<file path="src/common/burst_pkg.sv">
// Shared constants and types for the initiator burst controller
package burst_pkg;

   // ----------------------------------------------------------------
   // Address pointer layout
   // ----------------------------------------------------------------
   localparam int ADDR_W = 32;
   localparam int PTR_LSB = 2;
   localparam int PTR_W = ADDR_W - PTR_LSB;
   localparam logic [PTR_W-1:0] PTR_RESET = 30'h0000_0000;
   localparam logic [PTR_LSB-1:0] PTR_LOW_BITS = 2'h0;

   // ----------------------------------------------------------------
   // Data path and FIFO sizing
   // ----------------------------------------------------------------
   localparam int DATA_W = 32;
   localparam int FIFO_DEPTH = 16;
   localparam int BACKUP_MAX = 2;
   localparam int ALMOST_EMPTY_LEVEL = 2;
   localparam int ALMOST_FULL_MARGIN = 2;
   localparam int OVER_W = 4;
   localparam logic [DATA_W-1:0] WORD_RESET = 32'h0000_0000;

   // ----------------------------------------------------------------
   // Transfer states
   // ----------------------------------------------------------------
   typedef enum logic [1:0] {IDLE_ST, READ_ST, WRITE_ST} xfer_state_type;

endpackage

</file>
<file path="src/common/fifo_if.sv">
// Connection between the burst controller and its back-up FIFO
`timescale 1ns/10ps
interface fifo_if #(
   parameter int W = 32,
   parameter int CW = 5
);
   logic push;
   logic [W-1:0] push_data;
   logic pop;
   logic backup;
   logic [1:0] backup_count;
   logic [W-1:0] head;
   logic [W-1:0] head_next;
   logic [CW-1:0] count;
   logic empty_flag;
   logic full_flag;
   logic low_flag;
   logic high_flag;

   modport ctrl (output push, push_data, pop, backup, backup_count,
      input head, head_next, count, empty_flag, full_flag, low_flag,
      high_flag);
   modport store (input push, push_data, pop, backup, backup_count,
      output head, head_next, count, empty_flag, full_flag, low_flag,
      high_flag);
endinterface

</file>
<file path="src/design/backup_fifo.sv">
// Circular FIFO with a bidirectional read pointer for undoing reads
`timescale 1ns/10ps
module backup_fifo #(
   parameter int DEPTH = burst_pkg::FIFO_DEPTH,
   parameter int W = burst_pkg::DATA_W
) (
   input wire logic clk,
   input wire logic rst_n,
   fifo_if.store f
);
   localparam int AW = $clog2(DEPTH);
   localparam int CW = $clog2(DEPTH + 1);
   localparam logic [CW-1:0] USABLE = CW'(DEPTH - burst_pkg::BACKUP_MAX);
   localparam logic [CW-1:0] LOW_LEVEL = CW'(burst_pkg::ALMOST_EMPTY_LEVEL);
   localparam logic [CW-1:0] HIGH_LEVEL =
      CW'(DEPTH - burst_pkg::BACKUP_MAX - burst_pkg::ALMOST_FULL_MARGIN);

   logic [W-1:0] mem [DEPTH];
   logic [AW-1:0] rd_reg, rd_next, wr_reg, wr_next;
   logic [CW-1:0] cnt_reg, cnt_next;
   logic empty_reg, empty_next, full_reg, full_next;
   logic low_reg, low_next, high_reg, high_next;

   // ----------------------------------------------------------------
   // Pointer and occupancy update
   // ----------------------------------------------------------------
   always_comb begin
      wr_next = wr_reg;
      rd_next = rd_reg;
      cnt_next = cnt_reg;
      if (f.push) begin
         wr_next = wr_reg + AW'(1);
         cnt_next = cnt_next + CW'(1);
      end
      if (f.backup) begin
         rd_next = rd_reg - AW'(f.backup_count);
         cnt_next = cnt_next + CW'(f.backup_count);
      end else if (f.pop) begin
         rd_next = rd_reg + AW'(1);
         cnt_next = cnt_next - CW'(1);
      end
      // Room for two undone words is held back from the writer
      empty_next = (cnt_next == CW'(0));
      full_next = (cnt_next >= USABLE);
      low_next = (cnt_next <= LOW_LEVEL);
      high_next = (cnt_next >= HIGH_LEVEL);
   end

   // Registers of the FIFO control state
   always_ff @(posedge clk or negedge rst_n) begin
      if (!rst_n) begin
         rd_reg <= '0;
         wr_reg <= '0;
         cnt_reg <= '0;
         empty_reg <= 1'b1;
         full_reg <= 1'b0;
         low_reg <= 1'b1;
         high_reg <= 1'b0;
      end else begin
         rd_reg <= rd_next;
         wr_reg <= wr_next;
         cnt_reg <= cnt_next;
         empty_reg <= empty_next;
         full_reg <= full_next;
         low_reg <= low_next;
         high_reg <= high_next;
      end
   end

   // Storage array, written without reset
   always_ff @(posedge clk) begin
      if (f.push) begin
         mem[wr_reg] <= f.push_data;
      end
   end

   assign f.head = mem[rd_reg];
   assign f.head_next = mem[rd_reg + AW'(1)];
   assign f.count = cnt_reg;
   assign f.empty_flag = empty_reg;
   assign f.full_flag = full_reg;
   assign f.low_flag = low_reg;
   assign f.high_flag = high_reg;
endmodule

</file>
<file path="src/design/burst_user_logic.sv">
// Initiator burst controller: address pointer, data sink and source
`timescale 1ns/10ps
module burst_user_logic #(
   parameter int DEPTH = burst_pkg::FIFO_DEPTH
) (
   input wire logic MCLK,
   input wire logic RESETN,
   input wire logic START,
   input wire logic DIR,
   input wire logic LOCAL_INDEX,
   input wire logic [burst_pkg::ADDR_W-1:0] START_ADDR,
   input wire logic TRANSFER_STOP,
   input wire logic TRANSACTION_END,
   input wire logic PHASE_DONE_STROBE,
   input wire logic SOURCE_ADVANCE_STROBE,
   input wire logic [burst_pkg::DATA_W-1:0] INTERNAL_ADDR_DATA_BUS_IN,
   output logic [burst_pkg::DATA_W-1:0] INTERNAL_ADDR_DATA_BUS_OUT,
   output logic INTERNAL_ADDR_DATA_BUS_OE,
   output logic [burst_pkg::ADDR_W-1:0] ADDR_OUT,
   input wire logic FILL_VALID,
   input wire logic [burst_pkg::DATA_W-1:0] FILL_DATA,
   output logic FILL_READY,
   output logic DRAIN_VALID,
   output logic [burst_pkg::DATA_W-1:0] DRAIN_DATA,
   input wire logic DRAIN_READY,
   output logic TOTALLY_EMPTY_FLAG,
   output logic TOTALLY_FULL_FLAG,
   output logic ALMOST_EMPTY_FLAG,
   output logic ALMOST_FULL_FLAG,
   output logic FINISH_REQUEST,
   output logic REQUEST_ERROR,
   output logic OVERRUN_ERROR,
   output logic BUSY
);
   localparam int CW = $clog2(DEPTH + 1);
   localparam int PW = burst_pkg::PTR_W;
   localparam int OW = burst_pkg::OVER_W;
   localparam int DW = burst_pkg::DATA_W;
   localparam logic [OW-1:0] OVER_MAX = {OW{1'b1}};
   localparam logic [OW-1:0] OVER_LIMIT = OW'(burst_pkg::BACKUP_MAX);

   fifo_if #(.W(DW), .CW(CW)) fq ();

   backup_fifo #(.DEPTH(DEPTH), .W(DW)) store_i (
      .clk(MCLK),
      .rst_n(RESETN),
      .f(fq)
   );

   burst_pkg::xfer_state_type state_reg, state_next;
   logic [PW-1:0] addr_reg, addr_next;
   logic [OW-1:0] over_reg, over_next;
   logic [DW-1:0] word_reg, word_next;
   logic oe_reg, oe_next;
   logic fill_rdy_reg, fill_rdy_next;
   logic drain_vld_reg, drain_vld_next;
   logic finish_reg, finish_next;
   logic req_err_reg, req_err_next;
   logic ovr_err_reg, ovr_err_next;
   logic busy_reg, busy_next;
   logic reading, writing, refuse, start_ok, inc, back_addr;
   logic src_pop, drain_pop, core_push, fill_push;
   logic [CW-1:0] remaining;

   // ----------------------------------------------------------------
   // Transfer state and request screening
   // ----------------------------------------------------------------
   assign reading = (state_reg == burst_pkg::READ_ST);
   assign writing = (state_reg == burst_pkg::WRITE_ST);
   // Writes need data, reads need room
   assign refuse = DIR ? fq.empty_flag : fq.full_flag;
   assign start_ok = START && !refuse && (state_reg == burst_pkg::IDLE_ST);

   // Next transfer state
   always_comb begin
      state_next = state_reg;
      unique case (state_reg)
         burst_pkg::IDLE_ST: begin
            if (start_ok) begin
               state_next = DIR ? burst_pkg::WRITE_ST : burst_pkg::READ_ST;
            end
         end
         burst_pkg::READ_ST, burst_pkg::WRITE_ST: begin
            if (TRANSFER_STOP) begin
               state_next = burst_pkg::IDLE_ST;
            end
         end
      endcase
   end

   // ----------------------------------------------------------------
   // Address pointer
   // ----------------------------------------------------------------
   // Simple scheme counts done phases; local scheme counts advances on writes only, done phases on reads
   assign inc = (reading && PHASE_DONE_STROBE) ||
      (writing && (LOCAL_INDEX ? SOURCE_ADVANCE_STROBE
                               : PHASE_DONE_STROBE));
   assign back_addr = writing && LOCAL_INDEX && TRANSACTION_END;

   // Pointer kept between transactions, only START reloads it
   always_comb begin
      addr_next = addr_reg;
      if (start_ok) begin
         addr_next = START_ADDR[burst_pkg::ADDR_W-1:burst_pkg::PTR_LSB];
      end else if (back_addr) begin
         addr_next = addr_reg - PW'(over_reg);
      end else if (inc) begin
         addr_next = addr_reg + PW'(1);
      end
   end

   // ----------------------------------------------------------------
   // Over-advance counter for write transactions
   // ----------------------------------------------------------------
   // Advances run ahead of phases that may never complete
   always_comb begin
      over_next = over_reg;
      if (start_ok || TRANSACTION_END) begin
         over_next = '0;
      end else if (writing) begin
         if (SOURCE_ADVANCE_STROBE && !PHASE_DONE_STROBE &&
             over_reg != OVER_MAX) begin
            over_next = over_reg + OW'(1);
         end else if (PHASE_DONE_STROBE && !SOURCE_ADVANCE_STROBE &&
                      over_reg != '0) begin
            over_next = over_reg - OW'(1);
         end
      end
   end

   // ----------------------------------------------------------------
   // FIFO traffic
   // ----------------------------------------------------------------
   // Up to two untaken words are pushed back; any further ones are lost
   assign fq.backup = writing && TRANSACTION_END && over_reg != '0;
   assign fq.backup_count = (over_reg >= OVER_LIMIT) ? 2'h2
                                                     : over_reg[1:0];
   assign src_pop = writing && SOURCE_ADVANCE_STROBE && !fq.backup &&
      fq.count != '0;
   assign drain_pop = !writing && drain_vld_reg && DRAIN_READY;
   assign fq.pop = src_pop || drain_pop;
   // Read data is taken in the very cycle the done strobe moves the pointer
   assign core_push = reading && PHASE_DONE_STROBE && !fq.full_flag;
   assign fill_push = FILL_VALID && fill_rdy_reg;
   assign fq.push = core_push || fill_push;
   assign fq.push_data = reading ? INTERNAL_ADDR_DATA_BUS_IN
                                 : FILL_DATA;
   assign remaining = fq.count - CW'(fq.pop);

   // ----------------------------------------------------------------
   // Offered word, handshakes and status
   // ----------------------------------------------------------------
   // The word register tracks the FIFO head, so the next word shows at
   // once after a take; a word fetched from a prefetchable source and
   // never sent returns here from the FIFO head after a backup
   always_comb begin
      if (remaining == '0) begin
         word_next = fq.push_data;
      end else if (fq.pop) begin
         word_next = fq.head_next;
      end else begin
         word_next = fq.head;
      end
      oe_next = (state_next == burst_pkg::WRITE_ST);
      fill_rdy_next = (state_next != burst_pkg::READ_ST) &&
         (fq.count + CW'(fq.push) - CW'(fq.pop) <
          CW'(DEPTH - burst_pkg::BACKUP_MAX));
      drain_vld_next = (state_next != burst_pkg::WRITE_ST) &&
         (remaining + CW'(fq.push) != '0);
      finish_next = (writing && fq.low_flag) ||
         (reading && fq.high_flag);
      // A START while busy is ignored without an error
      req_err_next = START && refuse && !busy_reg;
      ovr_err_next = reading && PHASE_DONE_STROBE && fq.full_flag;
      busy_next = (state_next != burst_pkg::IDLE_ST);
   end

   // ----------------------------------------------------------------
   // Registers
   // ----------------------------------------------------------------
   always_ff @(posedge MCLK or negedge RESETN) begin
      if (!RESETN) begin
         state_reg <= burst_pkg::IDLE_ST;
         addr_reg <= burst_pkg::PTR_RESET;
         over_reg <= '0;
         word_reg <= burst_pkg::WORD_RESET;
         oe_reg <= 1'b0;
         fill_rdy_reg <= 1'b0;
         drain_vld_reg <= 1'b0;
         finish_reg <= 1'b0;
         req_err_reg <= 1'b0;
         ovr_err_reg <= 1'b0;
         busy_reg <= 1'b0;
      end else begin
         state_reg <= state_next;
         addr_reg <= addr_next;
         over_reg <= over_next;
         word_reg <= word_next;
         oe_reg <= oe_next;
         fill_rdy_reg <= fill_rdy_next;
         drain_vld_reg <= drain_vld_next;
         finish_reg <= finish_next;
         req_err_reg <= req_err_next;
         ovr_err_reg <= ovr_err_next;
         busy_reg <= busy_next;
      end
   end

   // Outputs
   assign ADDR_OUT = {addr_reg, burst_pkg::PTR_LOW_BITS};
   assign INTERNAL_ADDR_DATA_BUS_OUT = word_reg;
   assign INTERNAL_ADDR_DATA_BUS_OE = oe_reg;
   assign DRAIN_DATA = word_reg;
   assign DRAIN_VALID = drain_vld_reg;
   assign FILL_READY = fill_rdy_reg;
   assign TOTALLY_EMPTY_FLAG = fq.empty_flag;
   assign TOTALLY_FULL_FLAG = fq.full_flag;
   assign ALMOST_EMPTY_FLAG = fq.low_flag;
   assign ALMOST_FULL_FLAG = fq.high_flag;
   assign FINISH_REQUEST = finish_reg;
   assign REQUEST_ERROR = req_err_reg;
   assign OVERRUN_ERROR = ovr_err_reg;
   assign BUSY = busy_reg;
endmodule

</file>
<file path="config.mk">
export PLATFORM = sky130hd
export DESIGN_NAME = burst_user_logic
export DESIGN_NICKNAME = d
export VERILOG_FILES = /design/src/common/burst_pkg.sv /design/src/common/fifo_if.sv /design/src/design/backup_fifo.sv /design/src/design/burst_user_logic.sv
export SDC_FILE = /design/constraint.sdc
export NUM_CORES = 1
export LEC_CHECK = 0
export BUFFER_PORTS_ARGS = -buffer_cell sky130_fd_sc_hd__buf_2
export CAP_MARGIN = 20
export CORE_UTILIZATION = 30
export CTS_CLUSTER_SIZE = 10
export DETAILED_ROUTE_END_ITERATION = 10
export SLEW_MARGIN = 20
export SYNTH_ARGS = -nofsm -noshare
export SYNTH_HDL_FRONTEND = slang
export SYNTH_SLANG_ARGS = --single-unit
</file>
<file path="constraint.sdc">
create_clock -name MCLK -period 6.1 [get_ports MCLK]
set_input_delay 0.915 -clock MCLK [delete_from_list [all_inputs] [get_ports MCLK]]
set_output_delay 0.915 -clock MCLK [all_outputs]
set_load 0.01 [all_outputs]
</file>
==> results.cfg <==
[outcome]
outcome = finished clean

[synthesis]
async_flop_share_pct = 15.2
syn_inst = 1751
yosysSeqAreaShare_pct = 58.6
synth.avg_cell_area_sq_um = 17.2
synth_area_sq_um = 30200
synth_edf_count = 512
synth.distinct_cells = 63
synth_ff_type = edfxtp_1
synth.yosys.warnings = 0
synth_seq_cells = 604

[cells_and_area]
layout-drive-gt1-share_pct = 36.5
finalNonFillerCells = 3278
largest_reg_flops = 512
area_delta_synth_final_pct = 15.7
nets = 2109

[power_and_ir_drop]
peakVddDrop_mv = 0.423
p_leak_nw = 12.0
powerDensity_nw_per_um2 = 530

[sta]
finalClockSkew_ps = 32.1
fmax_mhz = 238
setup_tns_ps = 0
rsz0062_at_grt = false
maxSlewHeadroom_pct = 27.6
fin_crit_sh_pct = 68.7
final_max_slew_viol_count = 0
finalSetupViolCount = 0
period_needed_ps = 4190
hold_viol_final = 0
worstMarginPinSlew_ps = 1080

[cts]
clockBufferDepth = 3
clk_latency_ps = 640
cts_tree = yes
cts-buffers-inserted = 74
h-tree-depth = 3
post_cts_buffers = 0
ctsHoldBuffers = 0
cts_resized = 0
clkTransAtPathRegs_ps = 60
cts_sinks = 604
cts-root-buf = clkbuf_16

[die]
die_x_microns = 319
core_area_sq_um = 99000
dieArea_sq_um = 102000
start_util_pct = 30.5
fp-row-count = 115
io-pin-count = 214
die_h_microns = 319

[grt]
antenna_found_initial = 0
grt_start_max_net_pins = 131
globalRouteTotalUtil_pct = 15.4
grt_first_pass_wirelength_microns = 118000
grt.overflow.total = 0
grt_pass1_vias = 18500

[worst_setup_path]
cp_cell_sequence = inv_1 -> ha_1 -> nand3_1 -> inv_1 -> buf_4 -> ha_1 -> o21a_1 -> or2_2 -> a21oi_1 -> a21bo_2 -> a311oi_1 -> o21ai_0 -> xnor2_1 -> o21ai_0
slowest_delay_ps = 480
start_kind = flip-flop
cp.arrival_ps = 4670
worstSetupEndpointType = flip-flop
path_delay_family = compound AO/OA/AOI/OAI gates
critical_path_class = reg2reg
crit_path_max_fanout = 15
required_ps = 6580
crit_slowest_cell = inv_1
worst-path-buf-inv = 3

[min_path]
hold_path.class = reg2reg

[placed_design]
dp_hpwl_microns = 47100
gp_congestion = 0.887
dp.cells = 3147
port_buffers = 209

[routing]
antenna_left = 0
vias = 17600
drt_iter0_markers = 1623
vias_per_cell = 5.38
routed_wl_microns = 79000
dr.pass1.iters = 5
wire_per_inst_microns = 24.1
drc = 0

[flow_run]
max-cap-violations = 0
routing by layer:
layer  vias up  GRT usage [%]  share of wire (%)
li1       7516              -                  -
met1      9355           20.3                 42
met2       653           26.2                 50
met3       117           2.73                6.2
met4         0           4.22                2.1
met5         -              0                  0
kinds of logic after synthesis:
logic type	share of synthesized area, %
xor+xnor	1.31
simple gates	3.77
flops	58.6
mux	26.4
compound gates	4.29
other cells	0.0124
fa+ha+maj	2.86
buf+inv	2.76
area by class of cell:
class / count / area, sq um
Timing Repair Buffer: 251 / 1400
Multi-Input combinational cell: 968 / 11800
Inverter: 37 / 139
Sequential cell: 604 / 17700
Clock inverter: 13 / 174
Clock buffer: 117 / 2090
Tap cell: 1287 / 1610
Fill cell: 9240 / 64100
Antenna cell: 1 / 2.50
where the power goes:
| group | internal, mW | total [mW] | switching [mW] |
|---|---|---|---|
| combinational | 4.30 | 8.63 | 4.33 |
| sequential | 5.26 | 5.75 | 0.493 |
| clock | 2.40 | 4.13 | 1.73 |
stage by stage:
step                power (mW)  cell area (sq um)  setup WS [ps]  utilization, %  hold slack [ps]
floorplan                 12.2              30200           1600               -              476
global placement          14.4              32600           1670            33.0              426
detailed placement        14.6              32600           1600            33.0              442
CTS                       18.8              34900           1920            35.3              449
global route              19.5              34900           1540            35.3              475
finish                    18.5              34900           1910            35.3              443
worst paths after layout:
path	from	to	slack, ps	depth (start not counted)
worst max-delay path	state_reg[0]	addr_reg[25]	1910	14
worst min-delay path	BUSY	REQUEST_ERROR	440	1
worst max register to register	state_reg[0]	addr_reg[25]	1910	14
worst min register to register	BUSY	REQUEST_ERROR	440	1
max in group asynchronous	RESETN	store_i.rd_reg[1]	4350	2
min in group asynchronous	RESETN	DRAIN_DATA[3]	450	1
Yosys cell counts, drive strengths merged, types with 37 or more instances:
cell type	number	area (sq um)
a21oi	87	435
buf	70	419
clkbuf	73	274
dfrtp	90	2250
edfxtp	512	15400
ha	61	763
inv	37	139
mux2i	38	380
mux4	320	7210
nand2	64	240
nor2	96	360
o21ai	45	225
layout by cell type, fill, tap and decap left out, types with 10 or more instances in the layout:
master	instances
nor2_1	84
and3_1	13
edfxtp_1	512
nor2_4	12
buf_2	208
xnor2_1	34
clkbuf_1	38
ha_1	59
o21ai_0	42
nand2_1	64
mux4_2	320
o21a_1	13
a31oi_1	11
buf_4	40
mux2i_1	38
a21oi_1	87
mux2_2	33
dfrtp_1	86
or3_1	10
nor3_1	15
nand3_1	17
inv_1	36
clkbuf_16	76
a21o_1	13
Note: power is estimated with default switching activity, not from simulation.
